### src/include/pwc_map.svh
// Purpose: offsets, field positions, reset values and responses of the wake-up counter
// Assumes: 32-bit register words, one word per register
// Notes:   definitions only
// Function
// RQ1: set the match flag, bit 7, when the counter reaches the modulo value.
// RQ2: writing one to the flag clears it and its request; zero leaves it.
// RQ3: reset clears flag, source select, interrupt enable and divider select.
// RQ4: source field bits 6-5: 00 low-power osc, 01 external, 1x internal reference.
// RQ5: a changed source selection clears prescaler and counter.
// RQ6: with enable bit 4 set, a set flag raises the request; else polling.
// RQ7: source low bit zero: codes give off,8,32,64,128,256,512,1024,1,2,4,10,16,100,500,1000.
// RQ8: source low bit one: off,1024..65536 binary, then 1000..200000 decimal ratios.
// RQ9: writing a different divider select clears prescaler and counter.
// RQ10: count register reads the live eight-bit count and ignores writes.
// RQ11: reset clears the counter to zero.
// RQ12: on a match the counter reloads zero and the flag sets.
// RQ13: modulo zero sets the flag on every prescaler output event.
// RQ14: any write to the modulo register clears prescaler and counter; here only writes with byte lane 0 enabled do.
// RQ15: reset loads the modulo register with zero.
// RQ16: no off-chip pins; all inputs and outputs are internal.
// RQ17: software enables the selected source clock before relying on the counter.
// RQ18: eight-bit counter and modulo; exactly three registers.
// RQ19: counter advances per prescaler event up to the modulo, wraps, continues.
// RQ20: flag sets on the step from modulo value to zero.
// RQ21: reset leaves prescaler off and low-power source; nonzero divider starts counting.
// RQ22: debug halt freezes counting; counting resumes from the held value.
// RQ23: interrupt request is flag AND enable, held until the flag clears.
// RQ24: source clock edges are synchronised into the bus clock before use.
`ifndef PWC_MAP_SVH
`define PWC_MAP_SVH
`define PWC_OFS_STATUS  12'h000
`define PWC_OFS_COUNT   12'h004
`define PWC_OFS_MODULO  12'h008
`define PWC_BIT_FLAG    7
`define PWC_BIT_IE      4
`define PWC_CTRL_RESET  8'h00
`define PWC_CNT_RESET   8'h00
`define PWC_MOD_RESET   8'h00
`define PWC_PS_RESET    18'h00000
`define PWC_RESP_OKAY   2'h0
`define PWC_RESP_DECERR 2'h3
`define PWC_SRC_LPO     2'h0
`define PWC_SRC_EXT     2'h1
`endif

### src/include/pwc_pkg.sv
// Purpose: types shared by the wake-up counter
// Assumes: constants live in pwc_map.svh
// Notes:   control byte layout matches the status/control register
package pwc_pkg;
  typedef struct packed {
    logic       flag;
    logic [1:0] src;
    logic       ie;
    logic [3:0] ps;
  } ctrl_s;
  typedef logic [17:0] ratio_t;
  typedef enum logic [0:0] {WR_IDLE = 1'b0, WR_RESP = 1'b1} wr_state_e;
  typedef enum logic [0:0] {RD_IDLE = 1'b0, RD_DATA = 1'b1} rd_state_e;
  typedef enum logic [1:0] {
    REG_STATUS = 2'b00,
    REG_COUNT  = 2'b01,
    REG_MODULO = 2'b10,
    REG_NONE   = 2'b11
  } reg_sel_e;
endpackage : pwc_pkg

### src/verilog/periodic_wakeup_counter.sv
// Purpose: periodic wake-up counter with selectable source, prescaler and modulo match
// Assumes: source clocks run well below clk/4; all logic on clk
// Notes:   registers over AXI4-Lite, unmapped addresses answer DECERR
`timescale 1ns/1ps
`include "pwc_map.svh"
module periodic_wakeup_counter #(
  parameter int ADDR_W = 12
) (
  input  wire logic              clk,
  input  wire logic              nrst,
  input  wire logic              lowPowerOscClk,
  input  wire logic              externalRefClk,
  input  wire logic              internalRefClk,
  input  wire logic              debugHalt,
  input  wire logic [ADDR_W-1:0] awaddr,
  input  wire logic              awvalid,
  output logic                   awready,
  input  wire logic [31:0]       wdata,
  input  wire logic [3:0]        wstrb,
  input  wire logic              wvalid,
  output logic                   wready,
  output logic [1:0]             bresp,
  output logic                   bvalid,
  input  wire logic              bready,
  input  wire logic [ADDR_W-1:0] araddr,
  input  wire logic              arvalid,
  output logic                   arready,
  output logic [31:0]            rdata,
  output logic [1:0]             rresp,
  output logic                   rvalid,
  input  wire logic              rready,
  output logic                   matchIrq  // internal request line, no off-chip pin [RQ16]
);

  ////////////////////////////////////////////////////////////////////////////
  // functions

  // divide ratio per source low bit and divider code; zero means off
  function automatic pwc_pkg::ratio_t divRatio(input logic srcLow, input logic [3:0] ps);
    pwc_pkg::ratio_t r;
    r = 18'h00000;
    case ({srcLow, ps})
      5'h01:   r = 18'h00008; // [RQ7]
      5'h02:   r = 18'h00020;
      5'h03:   r = 18'h00040;
      5'h04:   r = 18'h00080;
      5'h05:   r = 18'h00100;
      5'h06:   r = 18'h00200;
      5'h07:   r = 18'h00400;
      5'h08:   r = 18'h00001;
      5'h09:   r = 18'h00002;
      5'h0a:   r = 18'h00004;
      5'h0b:   r = 18'h0000a;
      5'h0c:   r = 18'h00010;
      5'h0d:   r = 18'h00064;
      5'h0e:   r = 18'h001f4;
      5'h0f:   r = 18'h003e8;
      5'h11:   r = 18'h00400; // [RQ8]
      5'h12:   r = 18'h00800;
      5'h13:   r = 18'h01000;
      5'h14:   r = 18'h02000;
      5'h15:   r = 18'h04000;
      5'h16:   r = 18'h08000;
      5'h17:   r = 18'h10000;
      5'h18:   r = 18'h003e8;
      5'h19:   r = 18'h007d0;
      5'h1a:   r = 18'h01388;
      5'h1b:   r = 18'h02710;
      5'h1c:   r = 18'h04e20;
      5'h1d:   r = 18'h0c350;
      5'h1e:   r = 18'h186a0;
      5'h1f:   r = 18'h30d40;
      default: r = 18'h00000; // off
    endcase
    return r;
  endfunction : divRatio

  // word decode shared by the read and write paths
  function automatic pwc_pkg::reg_sel_e regSel(input logic [ADDR_W-1:0] a);
    pwc_pkg::reg_sel_e s;
    s = pwc_pkg::REG_NONE;
    if (a[11:2] == `PWC_OFS_STATUS >> 2) s = pwc_pkg::REG_STATUS;
    else if (a[11:2] == `PWC_OFS_COUNT >> 2) s = pwc_pkg::REG_COUNT; // [RQ18]
    else if (a[11:2] == `PWC_OFS_MODULO >> 2) s = pwc_pkg::REG_MODULO;
    return s;
  endfunction : regSel

  ////////////////////////////////////////////////////////////////////////////
  // source synchronisers

  logic [2:0] srcIn;
  logic [2:0] srcMeta_r;
  logic [2:0] srcSync_r;
  logic [2:0] srcPrev_r;
  logic [2:0] srcRise;

  assign srcIn = {internalRefClk, externalRefClk, lowPowerOscClk};

  // two flops per source, then an edge detector on the second stage only
  genvar gi;
  generate
    for (gi = 0; gi < 3; gi++) begin : g_sync
      always_ff @(posedge clk or negedge nrst) begin
        if (!nrst) begin
          srcMeta_r[gi] <= 1'b0;
          srcSync_r[gi] <= 1'b0;
          srcPrev_r[gi] <= 1'b0;
        end else begin
          srcMeta_r[gi] <= srcIn[gi];     // [RQ24]
          srcSync_r[gi] <= srcMeta_r[gi];
          srcPrev_r[gi] <= srcSync_r[gi];
        end
      end
      assign srcRise[gi] = srcSync_r[gi] & ~srcPrev_r[gi];
    end
  endgenerate

  ////////////////////////////////////////////////////////////////////////////
  // register state

  pwc_pkg::ctrl_s  ctrl_r;
  pwc_pkg::ctrl_s  ctrl_nxt;
  logic [7:0]      cnt_r;
  logic [7:0]      cnt_nxt;
  logic [7:0]      mod_r;
  logic [7:0]      mod_nxt;
  pwc_pkg::ratio_t psCnt_r;
  pwc_pkg::ratio_t psCnt_nxt;
  logic            irq_r;
  logic            irq_nxt;

  ////////////////////////////////////////////////////////////////////////////
  // AXI write channel state

  pwc_pkg::wr_state_e wrState_r;
  pwc_pkg::wr_state_e wrState_nxt;
  logic               awHeld_r;
  logic               awHeld_nxt;
  logic [ADDR_W-1:0]  awAddr_r;
  logic [ADDR_W-1:0]  awAddr_nxt;
  logic               wHeld_r;
  logic               wHeld_nxt;
  logic [7:0]         wByte_r;
  logic [7:0]         wByte_nxt;
  logic               wLane_r;
  logic               wLane_nxt;
  logic               awready_r;
  logic               awready_nxt;
  logic               wready_r;
  logic               wready_nxt;
  logic               bvalid_r;
  logic               bvalid_nxt;
  logic [1:0]         bresp_r;
  logic [1:0]         bresp_nxt;
  logic               awTake;
  logic               wTake;
  logic               doWrite;
  logic [ADDR_W-1:0]  wrAddr;
  logic [7:0]         wrByte;
  logic               wrLane;
  pwc_pkg::reg_sel_e  wrSel;

  // address and data are taken independently; the write lands when both are in
  always_comb begin
    awTake      = awvalid & awready_r;
    wTake       = wvalid & wready_r;
    wrAddr      = awHeld_r ? awAddr_r : awaddr;
    wrByte      = wHeld_r ? wByte_r : wdata[7:0];
    wrLane      = wHeld_r ? wLane_r : wstrb[0];
    wrSel       = regSel(wrAddr);
    doWrite     = (wrState_r == pwc_pkg::WR_IDLE) & (awHeld_r | awTake) & (wHeld_r | wTake);
    wrState_nxt = wrState_r;
    awHeld_nxt  = awHeld_r | awTake;
    awAddr_nxt  = awTake ? awaddr : awAddr_r;
    wHeld_nxt   = wHeld_r | wTake;
    wByte_nxt   = wTake ? wdata[7:0] : wByte_r;
    wLane_nxt   = wTake ? wstrb[0] : wLane_r;
    bvalid_nxt  = bvalid_r;
    bresp_nxt   = bresp_r;
    awready_nxt = awready_r & ~awTake;
    wready_nxt  = wready_r & ~wTake;
    case (wrState_r)
      pwc_pkg::WR_IDLE: begin
        if (doWrite) begin
          wrState_nxt = pwc_pkg::WR_RESP;
          awHeld_nxt  = 1'b0;
          wHeld_nxt   = 1'b0;
          awready_nxt = 1'b0;
          wready_nxt  = 1'b0;
          bvalid_nxt  = 1'b1;
          bresp_nxt   = (wrSel == pwc_pkg::REG_NONE) ? `PWC_RESP_DECERR : `PWC_RESP_OKAY;
        end
      end
      pwc_pkg::WR_RESP: begin
        if (bready) begin
          wrState_nxt = pwc_pkg::WR_IDLE;
          bvalid_nxt  = 1'b0;
          awready_nxt = 1'b1;
          wready_nxt  = 1'b1;
        end
      end
      default: wrState_nxt = pwc_pkg::WR_IDLE;
    endcase
  end

  always_ff @(posedge clk or negedge nrst) begin
    if (!nrst) begin
      wrState_r <= pwc_pkg::WR_IDLE;
      awHeld_r  <= 1'b0;
      awAddr_r  <= '0;
      wHeld_r   <= 1'b0;
      wByte_r   <= 8'h00;
      wLane_r   <= 1'b0;
      awready_r <= 1'b1;
      wready_r  <= 1'b1;
      bvalid_r  <= 1'b0;
      bresp_r   <= `PWC_RESP_OKAY;
    end else begin
      wrState_r <= wrState_nxt;
      awHeld_r  <= awHeld_nxt;
      awAddr_r  <= awAddr_nxt;
      wHeld_r   <= wHeld_nxt;
      wByte_r   <= wByte_nxt;
      wLane_r   <= wLane_nxt;
      awready_r <= awready_nxt;
      wready_r  <= wready_nxt;
      bvalid_r  <= bvalid_nxt;
      bresp_r   <= bresp_nxt;
    end
  end

  ////////////////////////////////////////////////////////////////////////////
  // AXI read channel

  pwc_pkg::rd_state_e rdState_r;
  pwc_pkg::rd_state_e rdState_nxt;
  logic               arready_r;
  logic               arready_nxt;
  logic               rvalid_r;
  logic               rvalid_nxt;
  logic [31:0]        rdata_r;
  logic [31:0]        rdata_nxt;
  logic [1:0]         rresp_r;
  logic [1:0]         rresp_nxt;

  // data is captured at the edge the address is taken; upper bits read zero
  always_comb begin
    rdState_nxt = rdState_r;
    arready_nxt = arready_r;
    rvalid_nxt  = rvalid_r;
    rdata_nxt   = rdata_r;
    rresp_nxt   = rresp_r;
    case (rdState_r)
      pwc_pkg::RD_IDLE: begin
        if (arvalid & arready_r) begin
          rdState_nxt = pwc_pkg::RD_DATA;
          arready_nxt = 1'b0;
          rvalid_nxt  = 1'b1;
          rresp_nxt   = `PWC_RESP_OKAY;
          case (regSel(araddr))
            pwc_pkg::REG_STATUS: rdata_nxt = {24'h000000, ctrl_r};
            pwc_pkg::REG_COUNT:  rdata_nxt = {24'h000000, cnt_r}; // [RQ10]
            pwc_pkg::REG_MODULO: rdata_nxt = {24'h000000, mod_r};
            default: begin
              rdata_nxt = 32'h00000000;
              rresp_nxt = `PWC_RESP_DECERR;
            end
          endcase
        end
      end
      pwc_pkg::RD_DATA: begin
        if (rready) begin
          rdState_nxt = pwc_pkg::RD_IDLE;
          arready_nxt = 1'b1;
          rvalid_nxt  = 1'b0;
        end
      end
      default: rdState_nxt = pwc_pkg::RD_IDLE;
    endcase
  end

  always_ff @(posedge clk or negedge nrst) begin
    if (!nrst) begin
      rdState_r <= pwc_pkg::RD_IDLE;
      arready_r <= 1'b1;
      rvalid_r  <= 1'b0;
      rdata_r   <= 32'h00000000;
      rresp_r   <= `PWC_RESP_OKAY;
    end else begin
      rdState_r <= rdState_nxt;
      arready_r <= arready_nxt;
      rvalid_r  <= rvalid_nxt;
      rdata_r   <= rdata_nxt;
      rresp_r   <= rresp_nxt;
    end
  end

  ////////////////////////////////////////////////////////////////////////////
  // prescaler, counter and register updates

  logic            srcEdge;
  pwc_pkg::ratio_t ratio;
  logic            psEvent;
  logic            restart;
  logic            flagSet;
  logic            flagClr;
  logic            ctrlWr;
  logic            modWr;
  pwc_pkg::ctrl_s  wrCtrl;

  always_comb begin
    // selected source; high bit set picks the internal reference, else low bit picks low-power osc or external
    case (ctrl_r.src)
      `PWC_SRC_LPO: srcEdge = srcRise[0];          // [RQ4]
      `PWC_SRC_EXT: srcEdge = srcRise[1];
      default:      srcEdge = srcRise[2];
    endcase
    ratio   = divRatio(ctrl_r.src[0], ctrl_r.ps);  // [RQ7] [RQ8]
    // code zero stops everything, and debug halt freezes both counters
    psEvent = (ratio != 18'h00000) & srcEdge & ~debugHalt &
              (psCnt_r == ratio - 18'h00001);      // [RQ21] [RQ22]
    wrCtrl  = pwc_pkg::ctrl_s'(wrByte);
    ctrlWr  = doWrite & wrLane & (wrSel == pwc_pkg::REG_STATUS);
    modWr   = doWrite & wrLane & (wrSel == pwc_pkg::REG_MODULO); // count writes ignored [RQ10]
    // a restart drops any wrap landing in the same cycle: a new period begins
    restart = modWr |                                             // [RQ14]
              (ctrlWr & (wrCtrl.src != ctrl_r.src)) |             // [RQ5]
              (ctrlWr & (wrCtrl.ps != ctrl_r.ps));                // [RQ9]
    // match with modulo zero wraps on every event
    flagSet = psEvent & ~restart & (cnt_r == mod_r);  // [RQ1] [RQ13] [RQ20]
    flagClr = ctrlWr & wrCtrl.flag;                   // [RQ2]
  end

  always_comb begin
    ctrl_nxt  = ctrl_r;
    mod_nxt   = mod_r;
    cnt_nxt   = cnt_r;
    psCnt_nxt = psCnt_r;
    if (ctrlWr) begin
      ctrl_nxt.src = wrCtrl.src;
      ctrl_nxt.ie  = wrCtrl.ie;
      ctrl_nxt.ps  = wrCtrl.ps;
    end
    // set beats a clear arriving in the same cycle
    if (flagSet) ctrl_nxt.flag = 1'b1;
    else if (flagClr) ctrl_nxt.flag = 1'b0;
    if (modWr) mod_nxt = wrByte;
    if (restart) begin
      cnt_nxt   = `PWC_CNT_RESET;
      psCnt_nxt = `PWC_PS_RESET;
    end else if (ratio != 18'h00000 & srcEdge & ~debugHalt) begin
      psCnt_nxt = psEvent ? `PWC_PS_RESET : psCnt_r + 18'h00001;
      if (psEvent) begin
        cnt_nxt = (cnt_r == mod_r) ? `PWC_CNT_RESET : cnt_r + 8'h01; // [RQ12] [RQ19]
      end
    end
    irq_nxt = ctrl_nxt.flag & ctrl_nxt.ie;  // [RQ6] [RQ23]
  end

  always_ff @(posedge clk or negedge nrst) begin
    if (!nrst) begin
      ctrl_r  <= `PWC_CTRL_RESET;           // [RQ3] [RQ21]
      cnt_r   <= `PWC_CNT_RESET;            // [RQ11]
      mod_r   <= `PWC_MOD_RESET;            // [RQ15]
      psCnt_r <= `PWC_PS_RESET;
      irq_r   <= 1'b0;
    end else begin
      ctrl_r  <= ctrl_nxt;
      cnt_r   <= cnt_nxt;
      mod_r   <= mod_nxt;
      psCnt_r <= psCnt_nxt;
      irq_r   <= irq_nxt;
    end
  end

  ////////////////////////////////////////////////////////////////////////////
  // outputs, all straight from flops

  assign awready  = awready_r;
  assign wready   = wready_r;
  assign bvalid   = bvalid_r;
  assign bresp    = bresp_r;
  assign arready  = arready_r;
  assign rvalid   = rvalid_r;
  assign rdata    = rdata_r;
  assign rresp    = rresp_r;
  assign matchIrq = irq_r;

endmodule : periodic_wakeup_counter

### config.mk
export PLATFORM = sky130hd
export DESIGN_NAME = periodic_wakeup_counter
export DESIGN_NICKNAME = d
export VERILOG_FILES = /design/src/include/pwc_pkg.sv /design/src/verilog/periodic_wakeup_counter.sv
export VERILOG_INCLUDE_DIRS = /design/src /design/src/include
export SDC_FILE = /design/constraint.sdc
export NUM_CORES = 1
export LEC_CHECK = 0
export CAP_MARGIN = 20
export CORE_AREA = 2 2 114 116
export DETAILED_ROUTE_END_ITERATION = 7
export DIE_AREA = 0 0 116 118
export DONT_BUFFER_PORTS = 1
export SYNTH_ARGS = -nofsm -noshare
export SYNTH_HDL_FRONTEND = slang
export SYNTH_SLANG_ARGS = --single-unit
### constraint.sdc
create_clock -name clk -period 3.4 [get_ports clk]
set_input_delay 0.17 -clock clk [delete_from_list [all_inputs] [get_ports clk]]
set_output_delay 0.17 -clock clk [all_outputs]
set_load 0.01 [all_outputs]
# Yosys cells after proc, flatten, opt, wreduce, memory -nomap -nowiden
# Memory sizes are Yosys's and may differ from the RTL's.
# Index checks and enable logic that the tools add are counted.
[word_totals]
romBits = 576
output_inout_bits = 42
regBits = 118
input_bits = 71
mem_count = 1
wordCells = 152
[mem_list]
columns = ["name", "words", "word_bits", "rd", "rd_ports_with_merged_regs", "write_ports", "line_no", "text"]
rows = [
  ["(name not given)", 32, 18, 1, 0, 0, "periodic_wakeup_counter.sv:42", "case ({srcLow, ps})"],
]
[classes]
n_reduce_logical = 14
addsub = 3
muxes = 50
bitwise = 35
eq_ne = 17
[ops]
columns = ["operator", "n"]
rows = [
  ["two-way mux 18 bit", 3],
  ["two-way mux 8 bit", 5],
  ["one-hot mux 8 bit (3 select lines)", 1],
  ["two-way mux 1 bit", 23],
  ["AND 1 bit", 22],
  ["== test 10 x 1 -> 1 bit, second input constant", 2],
  ["== test 10 x 2 -> 1 bit, second input constant", 2],
  ["logical NOT 10 bit", 2],
  ["adder 18 x 1 -> 18 bit, second input constant", 1],
  ["== test 18 bit", 1],
  ["nonzero test 18 bit", 1],
  ["subtractor 18 x 1 -> 18 bit, second input constant", 1],
  ["two-way mux 2 bit", 8],
  ["one-hot mux 1 bit (2 select lines)", 8],
  ["two-way mux 12 bit", 1],
  ["AND reduction 2 bit", 5],
  ["inverter 1 bit", 9],
  ["adder 8 x 1 -> 8 bit, second input constant", 1],
  ["== test 8 bit", 1],
  ["!= test 2 bit, second input constant", 4],
  ["== test 2 bit, second input constant", 3],
  ["logical NOT 2 bit", 3],
  ["two-way mux 5 bit", 1],
  ["== test 2 x 1 -> 1 bit, second input constant", 2],
  ["other kinds (5)", 9],
]

# Longest topological paths before layout
# Gate-level depths: netlist of the first run.
[logic_depth]
depth_word = 15
ltp_mapped = 15
depth_no_buf = 12

# Worst setup path before layout of the first run
# Ideal clock, no wire load.
[synth_timing]
path_type = "flip-flop to flip-flop"
startpoint = "register ctrl_r[0] in the netlist's numbering"
endpoint = "register cnt_r[2]"
stages_incl_launch_ff = 13
path_slack_ns = -0.381
n_path_buf = 1
synth_period_minus_slack_ns = 3.781
required_ns = 3.274
arrival_ns = 3.655
setup_time_ns = 0.126
path_cell_list = "dfrtp_1 buf_2 inv_1 ha_1 or2_1 o311a_1 nand4b_1 nor4b_4 a21boi_1 o41ai_2 a31oi_1 o31a_4 a221o_1"
[synth_via]
elab_chain_len = 7
elab_cells_between_ends = 14
classes_between = "add/sub (1); eq/ne (2); mux (1); bitwise (5); reduce/logical (4); memory (1)"
[synth_lines]
columns = ["item", "line_no", "text"]
rows = [
  ["start, declared", "periodic_wakeup_counter.sv:121", "pwc_pkg::ctrl_s ctrl_r;"],
  ["start signal, assigned", "periodic_wakeup_counter.sv:362", "ctrl_r <= `PWC_CTRL_RESET;"],
  ["start signal, assigned", "periodic_wakeup_counter.sv:368", "ctrl_r <= ctrl_nxt;"],
  ["branches (longest 7 deep; another with memory (32 x 18 bit))", "n/a", ""],
  ["end signal, assigned", "periodic_wakeup_counter.sv:363", "cnt_r <= `PWC_CNT_RESET;"],
  ["end signal, assigned", "periodic_wakeup_counter.sv:369", "cnt_r <= cnt_nxt;"],
  ["end, declared", "periodic_wakeup_counter.sv:123", "logic [7:0] cnt_r;"],
]
# Several ways; the timed one is not identified.
# A chain may end at the register's enable or synchronous reset.

# Worst setup path in the final report of the first run
[layout_timing]
startpoint = "register ctrl_r[1] in the netlist's numbering"
endpoint = "register cnt_r[6]"
# Same word-level chain as after synthesis.

==> run_results.csv, run 1 <==
group,metric,value,unit
global_routing,grt_pass1_wl,23.9,mm
layout,syn_to_final_growth,28.9,%
setup_path,r2r_start,"ctrl_r[1]$_DFFE_PN0P_",
timing,rsz0062_at_grt,"yes",
die,dieWidth,116,um
min_path,hold_class,"input port to register",
timing,setup_slack,-0.140,ns
routing,routed_wl,14.6,mm
run_status,outcome,"complete, but fails checks",
logic_synthesis,yosys.area_share.adder,2.39,%
pwr,cellPowerDensity,309,nW/um^2
place,hpwl,10.6,mm
global_routing,grt_antenna_before_repair,0,
routing,dr.pass1.iters,6,
logic_synthesis,yosys_warnings,0,
timing,period_needed,3.54,ns
layout,diodes,0,
global_routing,track_usage,22.0,%
logic_synthesis,ys.flop_type,"dfrtp_1",
setup_path,end_kind,"register",
setup_path,path_class,"register to register",
place,place_ws,-0.225,ns
setup_path,worstPathRequired,3.62,ns
logic_synthesis,syn_area_per_cell,9.37,sq um
place,place_congestion,0.929,
global_routing,gr-total-overflow,0,
layout,fill_cells,1061,
logic_synthesis,synth-compound-area-share,15.6,%
logic_synthesis,synthSimpleGateAreaFrac,21.5,%
routing,wl_met1,6.39,mm
layout,multi_input_area,3400,sq um
logic_synthesis,synth-edff-count,0,
place,dp_cells,836,
logic_synthesis,ys_seq_area_share,39.1,%
layout,final_layout_size_suffix_gt1_share,27.5,%
global_routing,grt_start_max_net_pins,91,
run_status,violations,"negative setup slack",
layout,seq_area,2260,sq um
global_routing,grt_pass1_vias,4758,
die,num_rows,41,
timing,final.period_utilization,104,%
setup_path,crit_arrival,3.76,ns
cts,cts_sinks,90,
routing,ant_nets,0,
routing,drt_iter0_markers,239,
layout,fin_nets,815,
cts,root_buffer,"clkbuf_16",
routing,via_count,4910,
logic_synthesis,synth_top_family_by_area,"simple AND/OR/NAND/NOR gates",
die,core,12400,sq um
routing,wl_per_cell,16.1,um
routing,wl_met3,711,um
logic_synthesis,synth_area,5760,sq um
die,die_area,13700,sq um
setup_path,cp-start-kind,"register",
logic_synthesis,postSynthCellCount,615,
timing,max-slew-margin-rel,37.3,%
pwr,vdd_drop_max,0.346,mV
logic_synthesis,synthMuxAreaShare,6.58,%
timing,worst_pin_slew,0.938,ns
cts,cts_made_buffers,9,
cts,cts_tree,"built",
timing,fmax,283,MHz
setup_path,r2r_cells,11,
die,die_y,118,um
place,io_buffers,0,
cts,clk_pin_slew,0.07,ns
setup_path,crit_start,"ctrl_r[1]$_DFFE_PN0P_",
setup_path,r2r-end,"cnt_r[6]$_DFFE_PN0P_",
routing,wl_met2,7.22,mm
logic_synthesis,synth_seq_cells,90,
routing,drc,0,
cts,h-tree-depth,3,
job,cap_violations,0,
die,start_util,46.4,%
cts,cts_buffer_depth,2,
setup_path,cp_max_fo,7,
timing,finClkSkew,0.00803,ns
timing,hold_viol,0,
setup_path,worst-r2r-setup-slack,-0.14,ns
pwr,leakage,3.36,nW
die,io_pins,113,
timing,maxSlewViolCount,0,
routing,top_layer,"met4",
cts,worstSkewPairLatency,0.34,ns
layout,layout.cells.non_filler,910,
timing,setup_viol,26,
routing,via_per_inst,5.40,
min_path,hold_depth,2,
setup_path,endpoint,"cnt_r[6]$_DFFE_PN0P_",
logic_synthesis,synth-xor-area-share,7.45,%
logic_synthesis,yosysUniqueCellTypes,77,
logic_synthesis,ys_async_sr_fraction,100,%
## cells in the mapped netlist (all sizes together), types with 3 or more instances
cell type  number  area, sq um
and4            4         35.0
and3            5         31.3
a211oi          3         32.5
a21o            5         37.5
or3             4         30.0
nor4b           4         56.3
xor2           16          140
nand2b         15         93.8
o21ai          41          209
nand4           9         56.3
a22oi           9         67.6
dfrtp          87         2180
ha             11          138
nor3b           6         45.0
or4             3         22.5
mux2           23          259
nor2b           3         18.8
nand2          67          251
a31o            3         26.3
clkbuf         15         56.3
buf            39          297
a221o           9         90.1
o31ai           5         51.3
nor3           12         76.3
dfstp           3         78.8
nand3          16         80.1
and2            5         33.8
nor4           12         81.3
a21oi          19         95.1
xnor2          33          289
nand4b          3         26.3
a31oi           5         31.3
nor2           52          195
or2             5         31.3
mux2i          12          120
inv            18         67.6
## cells in the final DEF (no fill, tap or decap), drive strengths merged, types with 6 or more instances in the layout
cell type | Yosys | layout
mux2i | 12 | 12
dfrtp | 87 | 87
nor4 | 12 | 12
nor3 | 12 | 12
nand4 | 9 | 9
dlygate4sd3 | 0 | 30
a21oi | 19 | 19
nand2 | 67 | 67
clkbuf | 15 | 10
o21ai | 41 | 41
ha | 11 | 11
inv | 18 | 21
xor2 | 16 | 16
xnor2 | 33 | 33
a22oi | 9 | 9
nand2b | 15 | 15
buf | 39 | 108
nor2 | 52 | 52
a221o | 9 | 9
conb | 1 | 24
mux2 | 23 | 23
nor3b | 6 | 6
nand3 | 16 | 16
## worst min path at each step
stage | start | end | slack, ns
floorplan | nrst | awAddr_r[10]$_DFFE_PN0P_ | -0.13
global placement | nrst | psCnt_r[8]$_DFFE_PN0P_ | -0.12
detailed placement | nrst | psCnt_r[6]$_DFFE_PN0P_ | -0.12
CTS | wvalid | wHeld_r$_DFF_PN0_ | 0.03
global route | wvalid | wHeld_r$_DFF_PN0_ | 0.05
finish | wvalid | wHeld_r$_DFF_PN0_ | 0.05
## report_power, final
group	switching [W]	internal, W	total [W]
sequential	0.0000350	0.00110	0.00114
combinational	0.0000725	0.0000528	0.000125
clock	0.000435	0.000599	0.00103
## layer usage
metal  vias to the layer above  global-route usage [%]
met5                         -                       0
met4                         0                    7.22
met3                        20                    4.27
met2                       125                    35.2
met1                      2383                    30.0
li1                       2382                       -
## cell type report
| class | count | share of cell area [%] |
|---|---|---|
| clock buffer | 10 | 3.22 |
| clock inverter | 6 | 0.960 |
| inverter | 18 | 0.943 |
| multi-input combinational | 476 | 45.8 |
| sequential | 90 | 30.4 |
| tap | 172 | 2.90 |
| timing repair buffer | 138 | 15.8 |
## logic make-up (layout without fill, tap and decap cells)
group | Yosys count | after routing
compound gates | 124 | 124
xor+xnor | 49 | 49
fa+ha+maj | 11 | 11
buf+inv | 72 | 172
flops | 90 | 90
mux | 35 | 35
other cells | 1 | 24
simple gates | 233 | 233
## metrics by stage
stage          cell area (sq um)  utilization, %  hold slack, ns  power, W  setup TNS (ns)
2_1_floorplan               5950               -          -0.126   0.00125           -1.72
3_3_place_gp                6410            51.7          -0.123   0.00122           -3.13
3_5_place_dp                6410            51.7          -0.123   0.00123           -4.61
4_1_cts                     7280            58.7          0.0309   0.00232           -1.69
5_1_grt                     7430            59.9          0.0451   0.00239           -5.77
6_report                    7430            59.9          0.0453   0.00230           -3.05
## sequential cells by signal, summed over array words and instances, names as in the netlist, 3 cells and up
| signal | count |
|---|---|
| psCnt_r | 18 |
| awAddr_r | 10 |
| cnt_r | 8 |
| ctrl_r | 8 |
| mod_r | 8 |
| rdata | 8 |
| wByte_r | 8 |
| srcMeta_r | 3 |
| srcPrev_r | 3 |
| srcSync_r | 3 |
## critical path, stage by stage (launching register included)
cell and delay (ns):
dfrtp_1 0.42, buf_6 0.15, buf_6 0.11, mux2i_1 0.12
a221o_1 0.38, or3_4 0.47, nor3_4 0.16, or3b_4 0.42
a211oi_4 0.30, o2111ai_4 0.17, o31a_4 0.41, a221o_1 0.32
## timing repair
action / 4_1_cts / 5_1_grt
hold buffers: 31 / 0
buffers inserted: 15 / 13
pin swaps: 22 / 24
gates resized for setup: 25 / 16
endpoints found under the hold margin: 117 / 0
cloned: 0 / 0
endpoints found under the setup margin: 27 / 28
Power figures use the tool's default switching activity.
==> inputs of run 2 (changes only) <==
--- a/config.mk
+++ b/config.mk
@@ -7,9 +7,9 @@
 export NUM_CORES = 1
 export LEC_CHECK = 0
 export CAP_MARGIN = 20
-export CORE_AREA = 2 2 114 116
+export CORE_AREA = 2 2 124 126
 export DETAILED_ROUTE_END_ITERATION = 7
-export DIE_AREA = 0 0 116 118
+export DIE_AREA = 0 0 126 128
 export DONT_BUFFER_PORTS = 1
 export SYNTH_ARGS = -nofsm -noshare
 export SYNTH_HDL_FRONTEND = slang
==> run 2 against run 1 <==
  * The run still ends with negative setup slack left
  * Sequential power about the same
  * Sequential share of layout area up 0.37 points
  * Register-to-register slack worse by 0.07 ns
  * Via count up 1.7%
  * Setup slack worse by 0.069 ns
  * Clock power down 5%
  * Final area down 1.2%
  * Combinational power about the same
  * Cell count up 0.55%
  * Clock skew up 0.0017 ns
  * Largest cell class unchanged
  * Largest power group unchanged
==> run_results.csv, run 2 (synthesized netlist as in run 1, its figures left out) <==
group,metric,value,unit
timing,period_needed,3.61,ns
place,hpwl,11.0,mm
routing,ant_nets,0,
layout,diodes,0,
timing,setup_slack,-0.209,ns
place,place_ws,-0.206,ns
die,start_util,38.8,%
layout,fin_nets,804,
layout,largest_reg_flops,18,
timing,max-slew-margin-rel,32.5,%
place,dp_cells,853,
layout,final_common_cell,"buf_4",
global_routing,top_usage_layer,"met2",
timing,rsz0062_at_grt,"yes",
global_routing,gr-total-overflow,0,
timing,setup_viol,26,
cts,clk_pin_slew,0.06,ns
layout,final_core_util,49.4,%
global_routing,track_usage,18.4,%
cts,h-tree-depth,3,
pwr,vdd_drop_max,0.338,mV
routing,via_per_inst,5.46,
die,num_rows,45,
global_routing,grt.met3_usage,3.21,%
timing,fmax,277,MHz
setup_path,cp_max_fo,8,
layout,syn_to_final_growth,27.3,%
cts,cts_made_buffers,9,
routing,via_count,4994,
cts,root_buffer,"clkbuf_16",
setup_path,worstPathRequired,3.63,ns
routing,drc,0,
setup_path,r2r_start,"ctrl_r[1]$_DFFE_PN0P_",
routing,dr.pass1.iters,5,
cts,cts_sinks,90,
layout,multi_input_area,3380,sq um
job,cap_violations,0,
die,die_area,16100,sq um
cts,cts_buffer_depth,2,
setup_path,crit_chain,"buf_6, buf_6, mux2i_1, a221o_1, or3_4, buf_6, nor4b_4, buf_4, and3b_2, a21o_1, a31oi_4, buf_6, o31ai_4, buf_6, clkbuf_16, nor2_1",
die,io_pins,113,
setup_path,path_class,"register to register",
global_routing,grt_pass1_vias,4922,
timing,worst_pin_slew,1.01,ns
min_path,hp-start,"wvalid",
run_status,violations,"negative setup slack",
timing,maxSlewViolCount,0,
layout,reg_top3,"psCnt_r (18), awAddr_r (10)",
global_routing,grt_pass1_wl,23.9,mm
global_routing,met2_usage,31.1,%
setup_path,critPathTopFamily,"buffers and inverters",
layout,layout.cells.non_filler,915,
setup_path,cpMostUsedCell,"buf_6",
layout,final_cell_mix,"buf_4, dfrtp_1, nand2_1",
setup_path,critPathSlowestCell,"dfrtp_2",
timing,final.period_utilization,106,%
layout,seq_area,2260,sq um
setup_path,cp-start-kind,"register",
place,io_buffers,0,
die,core,14900,sq um
setup_path,critPathBufInv,7,
pwr,leakage,3.27,nW
setup_path,end_kind,"register",
setup_path,crit_arrival,3.84,ns
timing,hold_viol,0,
min_path,hold_class,"input port to register",
setup_path,crit_path_max_incr_delay,0.44,ns
routing,routed_wl,14.8,mm
global_routing,grt_antenna_before_repair,0,
global_routing,grt_start_max_net_pins,91,
die,dieWidth,126,um
die,die_y,128,um
cts,cts_tree,"built",
global_routing,grtUsageMet1,23.8,%
setup_path,crit_start,"ctrl_r[1]$_DFFE_PN0P_",
layout,final_layout_size_suffix_gt1_share,27.0,%
pwr,power,0.00225,W
pwr,cellPowerDensity,306,nW/um^2
routing,drt_iter0_markers,379,
timing,finClkSkew,0.00978,ns
layout,top_register,"psCnt_r",
layout,fill_cells,1366,
cts,worstSkewPairLatency,0.35,ns
routing,wl_per_cell,16.2,um
place,place_congestion,0.924,
run_status,outcome,"complete, but fails checks",
[run 2: changes by cell type in the layout (fill, tap and decap cells not counted), moves of 2 or more]
cell      previous run  this run
nor2_1              52        46
nor2_2               0         4
clkbuf_1             0         2
ha_1                 5         8
ha_2                 3         1
nor2b_1              1         3
buf_4               98        87
nor2_4               0         2
[run 2: repair_timing]
item,CTS,global route
setup endpoints to repair,27,28
resized for setup,15,25
hold buffers,30,0
buffers inserted,9,8
pin swaps,15,10
gates cloned,0,1
hold endpoints to repair,117,0
[run 2: worst paths after layout]
| kind | to | slack (ns) | cells after the start |
|---|---|---|---|
| max in group asynchronous | ctrl_r[1]$_DFFE_PN0P_ | 2.61 | 2 |
| setup reg to reg | psCnt_r[15]$_DFFE_PN0P_ | -0.21 | 16 |
| hold reg to reg | srcSync_r[1]$_DFF_PN0_ | 0.35 | 0 |
| hold / removal | wHeld_r$_DFF_PN0_ | 0.05 | 2 |
| min in group asynchronous | psCnt_r[5]$_DFFE_PN0P_ | 0.35 | 2 |
| setup / recovery | psCnt_r[15]$_DFFE_PN0P_ | -0.21 | 16 |
[run 2: stage by stage]
stage	instance area (sq um)	hold WS, ns	setup TNS [ns]
floorplan	5950	-0.126	-1.72
CTS	7180	0.0368	-1.89
detailed placement	6440	-0.123	-4.28
global placement	6440	-0.124	-3.55
global route	7340	0.0843	-7.73
finish	7340	0.0529	-4.71
[run 2: final cells by class]
cell class              instances  share of cell area [%]
clock buffers                  11                    3.17
repair buffers                127                    15.1
well taps                     188                    3.20
inverters                      18                   0.954
flip-flops and latches         90                    30.8
multi-input cells             476                    46.0
clock inverters                 5                   0.767
[run 2: power by group]
part           switching [W]  leakage, nW  total (W)  internal (W)
combinational      0.0000736         1.93   0.000126     0.0000520
clock               0.000412        0.140   0.000982      0.000570
sequential         0.0000336         1.21    0.00114       0.00110
total               0.000519         3.27    0.00225       0.00173
[run 2: routing by layer]
| layer | wire (um) | vias to the layer above |
|---|---|---|
| met5 | 0 | - |
| met4 | 310 | 0 |
| met3 | 752 | 34 |
| met2 | 7190 | 174 |
| met1 | 6530 | 2423 |
| li1 | - | 2363 |
